`src/rtl/dbg_evt_pkg.sv`:
```
// shared constants for the debug event recognition block
package dbg_evt_pkg;

   // =====================================================================
   // widths
   localparam int PC_W   = 32;
   localparam int CTRL_W = 9;
   localparam int STS_W  = 11;
   localparam int PIN_W  = 3;

   // =====================================================================
   // event enable positions in dbg_ctrl0
   localparam int EN_COMPL     = 0;
   localparam int EN_INTR      = 1;
   localparam int EN_CRIT_INTR = 2;
   localparam int EN_RET       = 3;
   localparam int EN_CRIT_RET  = 4;
   localparam int EN_CNT1      = 5;
   localparam int EN_CNT2      = 6;
   localparam int EN_PIN1      = 7;
   localparam int EN_PIN2      = 8;

   // =====================================================================
   // flag positions in dbg_status
   localparam int ST_COMPL     = 0;
   localparam int ST_INTR      = 1;
   localparam int ST_CRIT_INTR = 2;
   localparam int ST_RET       = 3;
   localparam int ST_CRIT_RET  = 4;
   localparam int ST_CNT1      = 5;
   localparam int ST_CNT2      = 6;
   localparam int ST_PIN1      = 7;
   localparam int ST_PIN2      = 8;
   localparam int ST_FORCED    = 9;
   localparam int ST_IMPREC    = 10;

   // =====================================================================
   // pin positions on the sampled pin vector
   localparam int PIN_EXT1   = 0;
   localparam int PIN_EXT2   = 1;
   localparam int PIN_FORCED = 2;

   // =====================================================================
   // reset values
   localparam logic [STS_W-1:0] STS_RST = 11'h000;
   localparam logic [PC_W-1:0]  PC_RST  = 32'h0000_0000;
   localparam logic [PIN_W-1:0] PIN_RST = 3'h0;

   // =====================================================================
   // source of the captured save address
   typedef enum {
      PC_HOLD,
      PC_NEXT_INSN,
      PC_ROUND_HANDLER,
      PC_RET_INSN,
      PC_CRIT_HANDLER,
      PC_NC_HANDLER
   } pc_src_t;

endpackage

```
`src/rtl/debug_event_recognition.sv`:
```
// debug event recognition: event qualification, status and save address
// =========================================================================
// Behaviour
// - completion event needs its enable, a completed insn, and allow or halt
// - a suppressed insn with another enabled exception raises no completion
// - a system call counts as executed and raises the completion event
// - completion sets its flag and saves the next instruction address
// - no completion event when allow and halt mode are both low, except a rounding exception in internal mode
// - rounding exception with completion enabled sets it plus imprecise
// - the rounding case applies in internal or external halt mode
// - insn enabling allow or the completion enable raises no completion
// - non-critical interrupt sets its flag and saves its handler address
// - critical interrupt sets its flag, saves handler; not debug w/o set
// - normal return attempt sets the normal return flag
// - critical return attempt sets the critical return flag
// - return events also set imprecise when allow and halt both low
// - normal return with allow takes debug irq, saves the return address
// - critical return with allow takes debug irq, saves its address
// - counter events set their flag when the counter reaches zero
// - external pins set their flag on asserting edges when enabled
// - forced pin edge sets its flag in internal or halt mode
// - non-completion events record regardless of allow
`timescale 1ns/1ps
`default_nettype none

module debug_event_recognition (
   // clock and reset
   input  wire logic                           clk_sys_i,
   input  wire logic                           rst_i,
   // configuration and mode
   input  wire logic [dbg_evt_pkg::CTRL_W-1:0] dbg_ctrl0_i,
   input  wire logic                           dbg_irq_allow_i,
   input  wire logic                           external_halt_mode_i,
   input  wire logic                           internal_dbg_mode_i,
   input  wire logic                           dbg_insn_set_en_i,
   // instruction completion from the pipeline
   input  wire logic                           insn_done_i,
   input  wire logic                           insn_suppressed_i,
   input  wire logic                           system_call_insn_i,
   input  wire logic                           insn_sets_irq_allow_i,
   input  wire logic                           insn_sets_compl_en_i,
   input  wire logic [dbg_evt_pkg::PC_W-1:0]   next_pc_i,
   input  wire logic                           fp_round_exc_i,
   input  wire logic [dbg_evt_pkg::PC_W-1:0]   round_handler_pc_i,
   // interrupts taken
   input  wire logic                           nc_intr_i,
   input  wire logic [dbg_evt_pkg::PC_W-1:0]   nc_handler_pc_i,
   input  wire logic                           crit_intr_i,
   input  wire logic                           crit_is_dbg_i,
   input  wire logic [dbg_evt_pkg::PC_W-1:0]   crit_handler_pc_i,
   // return attempts
   input  wire logic                           intr_return_i,
   input  wire logic                           crit_return_i,
   input  wire logic [dbg_evt_pkg::PC_W-1:0]   ret_pc_i,
   input  wire logic                           higher_exc_i,
   // debug counters
   input  wire logic                           cnt1_on_i,
   input  wire logic                           cnt2_on_i,
   input  wire logic                           cnt1_zero_i,
   input  wire logic                           cnt2_zero_i,
   // external pins, asynchronous
   input  wire logic                           ext_evt_pin1_i,
   input  wire logic                           ext_evt_pin2_i,
   input  wire logic                           forced_evt_pin_i,
   // software clear, one bit per flag
   input  wire logic [dbg_evt_pkg::STS_W-1:0]  status_clr_i,
   // results
   output logic      [dbg_evt_pkg::STS_W-1:0]  dbg_status_o,
   output logic      [dbg_evt_pkg::PC_W-1:0]   dbg_save_pc_o,
   output logic                                dbg_take_o
);

   // =====================================================================
   // pin edges
   logic [dbg_evt_pkg::PIN_W-1:0] pin_rise;

   pin_edge_sync u_pins (
      .clk_sys_i (clk_sys_i),
      .rst_i     (rst_i),
      .pin_i     ({forced_evt_pin_i, ext_evt_pin2_i, ext_evt_pin1_i}),
      .rise_o    (pin_rise)
   );

   // =====================================================================
   // event qualification
   logic                          mode_ok;
   logic                          halt_any;
   logic                          executed;
   logic                          self_enable;
   logic                          compl_evt;
   logic                          round_evt;
   logic                          crit_evt;
   logic                          ret_evt;
   logic                          crit_ret_evt;
   logic                          ret_imprec;
   logic                          ret_take;
   logic [dbg_evt_pkg::STS_W-1:0] sts_set;

   always_comb begin
      mode_ok  = dbg_irq_allow_i | external_halt_mode_i;
      halt_any = internal_dbg_mode_i | external_halt_mode_i;
      // a system call executes and is never suppressed
      executed = insn_done_i &
                 (~insn_suppressed_i | system_call_insn_i);
      self_enable =
         (insn_sets_irq_allow_i & dbg_ctrl0_i[dbg_evt_pkg::EN_COMPL]) |
         (insn_sets_compl_en_i & mode_ok);
      compl_evt = dbg_ctrl0_i[dbg_evt_pkg::EN_COMPL] & executed &
                  mode_ok & ~self_enable;
      round_evt = dbg_ctrl0_i[dbg_evt_pkg::EN_COMPL] & fp_round_exc_i &
                  halt_any;
      crit_evt = dbg_ctrl0_i[dbg_evt_pkg::EN_CRIT_INTR] & crit_intr_i &
                 ~(crit_is_dbg_i & ~dbg_insn_set_en_i);
      ret_evt  = dbg_ctrl0_i[dbg_evt_pkg::EN_RET] & intr_return_i;
      crit_ret_evt = dbg_ctrl0_i[dbg_evt_pkg::EN_CRIT_RET] & crit_return_i;
      // mode is sampled before the return rewrites the machine state
      ret_imprec = (ret_evt | crit_ret_evt) & ~mode_ok;
      ret_take   = (ret_evt | crit_ret_evt) & dbg_irq_allow_i &
                   ~higher_exc_i;

      sts_set = dbg_evt_pkg::STS_RST;
      sts_set[dbg_evt_pkg::ST_COMPL] = compl_evt | round_evt;
      sts_set[dbg_evt_pkg::ST_INTR]  =
         dbg_ctrl0_i[dbg_evt_pkg::EN_INTR] & nc_intr_i;
      sts_set[dbg_evt_pkg::ST_CRIT_INTR] = crit_evt;
      sts_set[dbg_evt_pkg::ST_RET]   = ret_evt;
      sts_set[dbg_evt_pkg::ST_CRIT_RET] = crit_ret_evt;
      sts_set[dbg_evt_pkg::ST_CNT1]  = dbg_ctrl0_i[dbg_evt_pkg::EN_CNT1] &
                                       cnt1_on_i & cnt1_zero_i;
      sts_set[dbg_evt_pkg::ST_CNT2]  = dbg_ctrl0_i[dbg_evt_pkg::EN_CNT2] &
                                       cnt2_on_i & cnt2_zero_i;
      sts_set[dbg_evt_pkg::ST_PIN1]  = dbg_ctrl0_i[dbg_evt_pkg::EN_PIN1] &
         pin_rise[dbg_evt_pkg::PIN_EXT1];
      sts_set[dbg_evt_pkg::ST_PIN2]  = dbg_ctrl0_i[dbg_evt_pkg::EN_PIN2] &
         pin_rise[dbg_evt_pkg::PIN_EXT2];
      sts_set[dbg_evt_pkg::ST_FORCED] =
         pin_rise[dbg_evt_pkg::PIN_FORCED] & halt_any;
      sts_set[dbg_evt_pkg::ST_IMPREC] = round_evt | ret_imprec;
   end

   // =====================================================================
   // sticky flags
   status_flags u_flags (
      .clk_sys_i (clk_sys_i),
      .rst_i     (rst_i),
      .set_i     (sts_set),
      .clr_i     (status_clr_i),
      .flags_o   (dbg_status_o)
   );

   // =====================================================================
   // save address: returns outrank completion, which outranks interrupts;
   // only one address fits, so lower sources are lost in a shared cycle
   dbg_evt_pkg::pc_src_t          pc_src;
   logic [dbg_evt_pkg::PC_W-1:0]  save_pc_reg;
   logic [dbg_evt_pkg::PC_W-1:0]  save_pc_next;
   logic                          take_reg;
   logic                          take_next;

   always_comb begin
      if (ret_take) begin
         pc_src = dbg_evt_pkg::PC_RET_INSN;
      end else if (round_evt) begin
         pc_src = dbg_evt_pkg::PC_ROUND_HANDLER;
      end else if (compl_evt) begin
         pc_src = dbg_evt_pkg::PC_NEXT_INSN;
      end else if (crit_evt) begin
         pc_src = dbg_evt_pkg::PC_CRIT_HANDLER;
      end else if (sts_set[dbg_evt_pkg::ST_INTR]) begin
         pc_src = dbg_evt_pkg::PC_NC_HANDLER;
      end else begin
         pc_src = dbg_evt_pkg::PC_HOLD;
      end
      unique case (pc_src)
         dbg_evt_pkg::PC_RET_INSN:      save_pc_next = ret_pc_i;
         dbg_evt_pkg::PC_ROUND_HANDLER: save_pc_next = round_handler_pc_i;
         dbg_evt_pkg::PC_NEXT_INSN:     save_pc_next = next_pc_i;
         dbg_evt_pkg::PC_CRIT_HANDLER:  save_pc_next = crit_handler_pc_i;
         dbg_evt_pkg::PC_NC_HANDLER:    save_pc_next = nc_handler_pc_i;
         dbg_evt_pkg::PC_HOLD:          save_pc_next = save_pc_reg;
      endcase
      take_next = compl_evt | round_evt | ret_take;
   end

   always_ff @(posedge clk_sys_i or posedge rst_i) begin
      if (rst_i) begin
         save_pc_reg <= dbg_evt_pkg::PC_RST;
         take_reg    <= 1'b0;
      end else begin
         save_pc_reg <= save_pc_next;
         take_reg    <= take_next;
      end
   end

   assign dbg_save_pc_o = save_pc_reg;
   assign dbg_take_o    = take_reg;
endmodule // debug_event_recognition

`default_nettype wire

```
`src/rtl/pin_edge_sync.sv`:
```
// two-flop synchronisers and rising edge detectors for the debug pins
`timescale 1ns/1ps
`default_nettype none

module pin_edge_sync (
   // clock and reset
   input  wire logic                      clk_sys_i,
   input  wire logic                      rst_i,
   // raw asynchronous pins
   input  wire logic [dbg_evt_pkg::PIN_W-1:0] pin_i,
   // one-cycle pulse per asserting transition
   output logic      [dbg_evt_pkg::PIN_W-1:0] rise_o
);

   // =====================================================================
   // synchroniser chain
   logic [dbg_evt_pkg::PIN_W-1:0] meta_reg;
   logic [dbg_evt_pkg::PIN_W-1:0] sync_reg;
   logic [dbg_evt_pkg::PIN_W-1:0] prev_reg;
   logic [dbg_evt_pkg::PIN_W-1:0] meta_next;
   logic [dbg_evt_pkg::PIN_W-1:0] sync_next;
   logic [dbg_evt_pkg::PIN_W-1:0] prev_next;

   always_comb begin
      meta_next = pin_i;
      sync_next = meta_reg;
      prev_next = sync_reg;
   end

   always_ff @(posedge clk_sys_i or posedge rst_i) begin
      if (rst_i) begin
         meta_reg <= dbg_evt_pkg::PIN_RST;
         sync_reg <= dbg_evt_pkg::PIN_RST;
         prev_reg <= dbg_evt_pkg::PIN_RST;
      end else begin
         meta_reg <= meta_next;
         sync_reg <= sync_next;
         prev_reg <= prev_next;
      end
   end

   // =====================================================================
   // edges only: a pin held high raises one event, not one per cycle
   genvar g;
   generate
      for (g = 0; g < dbg_evt_pkg::PIN_W; g++) begin : g_edge
         assign rise_o[g] = sync_reg[g] & ~prev_reg[g];
      end
   endgenerate

endmodule // pin_edge_sync

`default_nettype wire

```
`src/rtl/status_flags.sv`:
```
// bank of sticky status flags, hardware set wins over software clear
`timescale 1ns/1ps
`default_nettype none

module status_flags (
   // clock and reset
   input  wire logic                          clk_sys_i,
   input  wire logic                          rst_i,
   // set and clear pulses
   input  wire logic [dbg_evt_pkg::STS_W-1:0] set_i,
   input  wire logic [dbg_evt_pkg::STS_W-1:0] clr_i,
   // flag state
   output logic      [dbg_evt_pkg::STS_W-1:0] flags_o
);

   // =====================================================================
   // per-flag next value
   logic [dbg_evt_pkg::STS_W-1:0] flags_reg;
   logic [dbg_evt_pkg::STS_W-1:0] flags_next;

   genvar g;
   generate
      for (g = 0; g < dbg_evt_pkg::STS_W; g++) begin : g_flag
         // a set in the clearing cycle is kept
         assign flags_next[g] = set_i[g] | (flags_reg[g] & ~clr_i[g]);
      end
   endgenerate

   always_ff @(posedge clk_sys_i or posedge rst_i) begin
      if (rst_i) begin
         flags_reg <= dbg_evt_pkg::STS_RST;
      end else begin
         flags_reg <= flags_next;
      end
   end

   assign flags_o = flags_reg;

endmodule // status_flags

`default_nettype wire

```
`config.mk`:
```
export PLATFORM = sky130hd
export DESIGN_NAME = debug_event_recognition
export DESIGN_NICKNAME = d
export VERILOG_FILES = /design/src/rtl/dbg_evt_pkg.sv /design/src/rtl/debug_event_recognition.sv /design/src/rtl/pin_edge_sync.sv /design/src/rtl/status_flags.sv
export SDC_FILE = /design/constraint.sdc
export NUM_CORES = 1
export LEC_CHECK = 0
export BUFFER_PORTS_ARGS = -buffer_cell sky130_fd_sc_hd__buf_2
export CORE_AREA = 2 2 96 98
export DETAILED_ROUTE_END_ITERATION = 7
export DIE_AREA = 0 0 98 100
export GPL_ROUTABILITY_DRIVEN = 0
export PLACE_DENSITY = 0.74
export SYNTH_ARGS = -nofsm -noshare
export SYNTH_HDL_FRONTEND = slang
export SYNTH_HIERARCHICAL = 1
export SYNTH_SLANG_ARGS = --single-unit
```
`constraint.sdc`:
```
create_clock -name clk_sys_i -period 1.91 [get_ports clk_sys_i]
set_input_delay 0.191 -clock clk_sys_i [delete_from_list [all_inputs] [get_ports clk_sys_i]]
set_output_delay 0.191 -clock clk_sys_i [all_outputs]
set_load 0.05 [all_outputs]
```
==> results.md, run 1 <==
- Share of power burned in registers: 37.7%
- Maximum VDD drop: 394 uV
- Worst Path Class, Setup: in -> reg
- Hold depth: 3
- Sw Share: between 30% and 40%
- Period utilization: a little over four fifths
- Initial antenna violation count: 0
- Synth area leaders: dfrtp_1, a221o_1, mux2i_1, a21oi_1, and2_1
- # resized after CTS: 0
- Total Power: 3.63 mW
- Post-synthesis average cell area: 8.85 um2
- Share of power burned in the clock network: 21.2%
- Fmax: 620 MHz
- Worst path depth: 7
- CTS root buf: clkbuf_8
- Hpwl dp: 9820 um
- Post-DR wirelength/cell: 16.5 um
- Worst r2r src: u_pins/prev_next[0]
- Minimum clock period: between 1.5 and 2 ns
- Slew @ Worst Pin: 0.449 ns
- Pleak: 2.85 nW
- I/O pin cnt: 249
- Syn-to-layout area delta: 48.6%
- Post-synth net total: 585
- WHS: 0.146 ns
- Layout cell share with drive strength beyond 1: 46.0%
- Die Width: approximately 100 um
- Worst skew pair latency: 0.30 ns
- Psw: 1.43 mW
- Placeable Area: 8890 um2
- Slew Limit Fails: 0
- Initial Utilization: 37.8%
- Data arrival, critical path: about 1.8 ns
- Commonest non-fill, non-tap cells in the layout: buf_2, dfrtp_1, nor2_1, a21oi_1
- # diodes: 0
- Required time worst endpoint: 2.10 ns
- Port-buffer cells: 248
- Netlist cell types: 41
- Final Instance Count excl. Fillers: 746
- DRT Wirelength: 12300 um
- CTS H-tree depth: 2
- Post-route cell area: approximately 5000 um2
- Cells after Synth: 380
- Num CTS Buffers: 5
- Die Area: just under 10000 um2
- Crit. End Element: flop
- Worst Hold Class: in -> reg
- DRT Pass-1 Iters: 4
- Post-synth EDFFs: 0
- Final ANT Viol Nets: 0
- # setup viols final: 0
- CP top delay family: simple AND/OR/NAND/NOR gates
- CP peak stage delay: between 0.3 and 0.4 ns
- Status: complete, no violations
- First-pass GRT wire length: about 19000 um
- Overall routing resource usage: between 20 and 25%
- Congestion Overflow GR: 0
- Most used DFF post-synth: dfrtp_1
- Die height: 100 um
- Final Skew: 0.00137 ns
- HP Start: status_clr_i[5]
- Crit path cell chain: buf_2 > nor4bb_1 > and3_1 > or3_1 > buf_4 > a21oi_1 > o32a_1
- Worst setup SP type: primary input
- PwrDens: 726 nW/um2
- Sequential area share after synthesis: slightly below 40%
- DRC viols: 0
- Final Core Density: 56.2%
- Inst Count DP: 734
- CTS tree: built
- Worst r2r path cells: 3
- Post-DP Area: roughly 4800 um2
- Relative max-transition margin: 70.0%
- Commonest non-fill, non-tap cell in the layout: buf_2
- WP buf/inv: 2
- Unrepaired setup endpoints after global routing: false
- Row count: 35
- Maxcap violations: 0
- Worst setup path start: insn_sets_irq_allow_i
- Max Fanout on Critical Path: 9
- Detailed Route Iter0 Violations: 147
- Final Hold Fails: 0
- Via-per-instance ratio: 5.33
- Synth top area share: between 30% and 40%
- Synth Register Bits: 53
- # clock sinks: 53
- Final nets: approximately 840
- Clk slew on worst S/H paths: 0.10 ns
- Largest net degree at the start of global routing: 34
- Max reg flops: 32
- Setup WS post-layout: 0.298 ns
- Int Power: around 2.2 mW
- Vias in the first global route: 4074
- Top cell type by total area after synthesis: dfrtp_1
- Post-synth ARST share: 100%
- Post-place setup slack: -0.0547 ns
- Slowest CP cell: o32a_1
- Synthesized cell area: 3360 um2
- Yosys warnings: 6
- Fillcell total: 819
- Vias: 3977
- Setup tns final: 0 ns
- Combinational power share: 41.2%
- Clock Tree Buf Depth: 2
worst paths after layout:
| check | endpoint | slack [ns] |
|---|---|---|
| worst min-delay path | u_flags/flags_o[5] | 0.15 |
| min in group asynchronous | u_pins/meta_reg[1] | 0.38 |
| worst max-delay path | dbg_save_pc_o[15] | 0.30 |
| max in group asynchronous | dbg_save_pc_o[9] | 1.07 |
| worst min register to register | u_pins/prev_next[0] | 0.36 |
| worst max register to register | u_flags/flags_o[7] | 1.01 |
metal layers:
layer	GRT usage, %	vias to the layer above	wire, um
met5	0	-	0
met2	41.4	195	6060
li1	-	1893	-
met1	30.9	1875	5220
met4	8.01	0	199
met3	3.97	14	842
logic make-up after synthesis:
| family | after synthesis | share of synthesized area, % |
|---|---|---|
| flip-flops | 53 | 39.4 |
| AND/OR/NAND/NOR | 136 | 21.9 |
| AO/OA/AOI/OAI | 121 | 25.9 |
| buffers and inverters | 49 | 6.51 |
| multiplexers | 21 | 6.25 |
layout make-up:
type / instances / area, um2 / area share (%)
clock buffers: 5 / 68.8 / 1.38
clock inverters: 3 / 46.3 / 0.926
inverters: 16 / 60.1 / 1.20
multi-input cells: 278 / 1830 / 36.6
flip-flops and latches: 53 / 1330 / 26.5
well taps: 111 / 139 / 2.78
repair buffers: 280 / 1530 / 30.6
synthesized netlist by cell type (2+ instances only):
cell type,number
buf_6,4
nand2b_1,2
a221o_1,21
dfrtp_1,53
inv_1,15
nor2b_4,3
a21o_1,11
buf_1,2
clkbuf_1,23
nor3_1,3
and2_1,25
a21oi_1,39
o2bb2ai_1,9
or2_1,2
o21ai_1,2
o22ai_1,21
o32a_1,9
or3_1,4
and3_1,25
buf_2,4
mux2i_1,21
nand2_1,14
nand3_1,10
nor2_1,41
timing repair:
action,CTS,global route
hold buffers,4,0
setup endpoints to repair,0,0
hold endpoints to repair,45,0
setup buffers,0,0
power groups by stage:
stage	combinational (mW)	clock, mW	sequential (mW)
detailed placement	1.49	0	1.38
finish	1.49	0.767	1.37
floorplan	0.442	0	1.89
global placement	1.47	0	1.38
CTS	1.50	0.794	1.37
global route	1.59	0.840	1.38
worst register-to-register path, stage by stage (launching register included):
cell and delay, ns:
dfrtp_1 0.39, nor2b_4 0.12, and2_1 0.13, a21o_1 0.16
Power figures use the tool's default switching activity.
==> run 2, diff against run 1 <==
CORE_AREA = not set   (was 2 2 96 98)
CORE_ASPECT_RATIO = 0.7   (was not set)
CORE_UTILIZATION = 41   (was not set)
DIE_AREA = not set   (was 0 0 98 100)
PLACE_DENSITY = 0.78   (was 0.74)
clock period = 1.6 ns   (was 1.91 ns; I/O delays follow)
==> run 2 against run 1 <==
  * Global-route usage rose by 5.4 points
  * Sequential share of layout area is 0.32 points lower
  * Utilization increased by 7.8 points
  * Clock power up 43%
  * Worst hold slack got worse by 0.013 ns
  * Non-clock buffer count up 2
  * Largest power group unchanged
  * First-iteration DRC count increased by 110%
  * Die area decreased by 13%
  * Design area increased by 1.2%
==> results.md, run 2 (synthesized netlist as in run 1, its figures left out) <==
- Status: complete, no violations
- Final Hold Fails: 0
- Sw Share: between 30% and 40%
- Clock Tree Buf Depth: 2
- Final Skew: 0.00182 ns
- Inst Count DP: between 700 and 800
- Post-route cell area: between 5000 and 6000 um2
- # setup viols final: 0
- Worst skew pair latency: 0.29 ns
- Unrepaired setup endpoints after global routing: false
- Final nets: 841
- Via-per-instance ratio: 5.57
- Flop-to-flop setup slack: 0.71 ns
- DRT Wirelength: ~13000 um
- Slowest CP cell: or3_1
- Period utilization: 94.0%
- Worst setup SP type: primary input
- I/O pin cnt: 249
- Die Area: about 8600 um2
- Worst r2r dst: u_flags/flags_o[8]
- # diodes: 0
- Final ANT Viol Nets: 0
- Clk slew on worst S/H paths: 0.07 ns
- Syn-to-layout area delta: 50.4%
- Hold depth: 3
- Port-buffer cells: 248
- Detailed Route Iter0 Violations: 308
- Max Fanout on Critical Path: 21
- Data arrival, critical path: about 1.7 ns
- CTS tree: built
- Worst r2r src: u_pins/prev_next[1]
- Slew @ Worst Pin: around 0.43 ns
- Psw: 1.78 mW
- Slew Limit Fails: 0
- Fmax: ~670 MHz
- Post-CTS Setup Inserts: 0
- Die Width: 110 um
- Vias in the first global route: 4166
- CP peak stage delay: between 0.3 and 0.4 ns
- Fillcell total: 682
- Die height: 77.8 um
- Combinational power share: 39.6%
- CTS root buf: clkbuf_16
- Row count: 27
- Congestion Overflow GR: 0
- Vias: roughly 4100
- Crit path cell chain: buf_2 > or2_0 > and3_4 > or3_1 > and2_4 > a221o_1
- Maxcap violations: 0
- Final Instance Count excl. Fillers: ~740
- CP top delay family: simple AND/OR/NAND/NOR gates
- Required time worst endpoint: 1.77 ns
- Int Power: 2.75 mW
- Worst r2r path cells: 3
- HP Start: status_clr_i[2]
- Layout cell share with drive strength beyond 1: 46.5%
- Initial Utilization: 42.5%
- Commonest non-fill, non-tap cells in the layout: buf_2, dfrtp_1, nor2_1, a21oi_1, buf_4
- DRC viols: 0
- Crit. End Element: flop
- Num CTS Buffers: 5
- Maximum VDD drop: about 610 uV
- Worst Hold Class: in -> reg
- Commonest non-fill, non-tap cell in the layout: buf_2
- Post-DP Area: 4860 um2
- Setup tns final: 0 ns
- Max reg flops: 32
- Worst Path Class, Setup: in -> reg
- CTS H-tree depth: 2
- Initial antenna violation count: 0
- Largest net degree at the start of global routing: 22
- DRT Pass-1 Iters: 5
- Placeable Area: 7910 um2
- Post-DR wirelength/cell: 17.2 um
- Share of power burned in the clock network: 24.4%
- Hpwl dp: 10100 um
- Worst Hold Path EP: u_flags/flags_o[2]
- PwrDens: 896 nW/um2
- # clock sinks: 53
- WP buf/inv: 1
- Minimum clock period: 1.50 ns
- Share of power burned in registers: between 30 and 40%
- First-pass GRT wire length: about 19000 um
- Relative max-transition margin: 71.4%
- Overall routing resource usage: 29.4%
- Pleak: 2.87 nW
[run 2: changes by cell type in the layout (fill, tap and decap cells not counted), sizes merged]
cell and change:
bufinv -1, inv +1, buf +2
[run 2: repair_timing]
| item | in CTS | in global routing |
|---|---|---|
| setup endpoints to repair | 0 | 22 |
| hold buffers | 4 | 0 |
| endpoints found under the hold margin | 56 | 0 |
| resized for setup | 0 | 3 |
[run 2: metal layers]
metal | GRT usage (%) | vias up | part of all wire, %
li1 | - | 1900 | -
met1 | 34.7 | 1921 | 41
met2 | 51.6 | 259 | 49
met3 | 6.97 | 31 | 8.6
met4 | 10.4 | 0 | 2.1
met5 | 0 | - | 0
[run 2: worst reg2reg max path, stage by stage (launching register included)]
cell     delay, ns
dfrtp_1       0.39
nor2b_4       0.13
and2_1        0.13
a21o_1        0.15
[run 2: how the worst max path moves through the flow]
stage / start / to / slack, ns / cells past startpoint
global route: insn_sets_irq_allow_i / dbg_save_pc_o[10] / 0.02 / 7
finish: external_halt_mode_i / dbg_save_pc_o[9] / 0.1 / 6
detailed placement: dbg_irq_allow_i / dbg_save_pc_o[9] / -0.27 / 6
global placement: dbg_irq_allow_i / dbg_save_pc_o[23] / -0.20 / 6
floorplan: dbg_irq_allow_i / dbg_save_pc_o[0] / -0.26 / 8
CTS: external_halt_mode_i / dbg_save_pc_o[9] / 0.04 / 6
[run 2: power by group through the flow]
stage	clock [mW]	combinational, mW	sequential [mW]
after detailed placement	0	1.78	1.65
final	1.10	1.80	1.63
after CTS	1.13	1.79	1.63
after global placement	0	1.74	1.65
after global routing	1.17	1.90	1.65
after floorplan	0	0.535	2.26
[run 2: metrics by stage]
stage | setup slack (ns) | power, mW | utilization [%] | hold WS [ns]
after global placement | -0.204 | 3.39 | 61.4 | 0.160
after CTS | 0.0354 | 4.55 | 63.8 | 0.129
after global routing | 0.0243 | 4.72 | 64.0 | 0.148
final | 0.0964 | 4.53 | 64.0 | 0.133
after detailed placement | -0.275 | 3.44 | 61.4 | 0.174
after floorplan | -0.257 | 2.79 | - | -0.0121
[run 2: cell type report]
cell class                 instances  area (um2)  share of cell area [%]
multi-input combinational        278        1840                    36.3
timing repair buffer             282        1560                    30.8
sequential                        53        1330                    26.2
tap                              101         126                    2.50
clock buffer                       5         125                    2.47
inverter                          16        60.1                    1.19
clock inverter                     3        25.0                   0.495
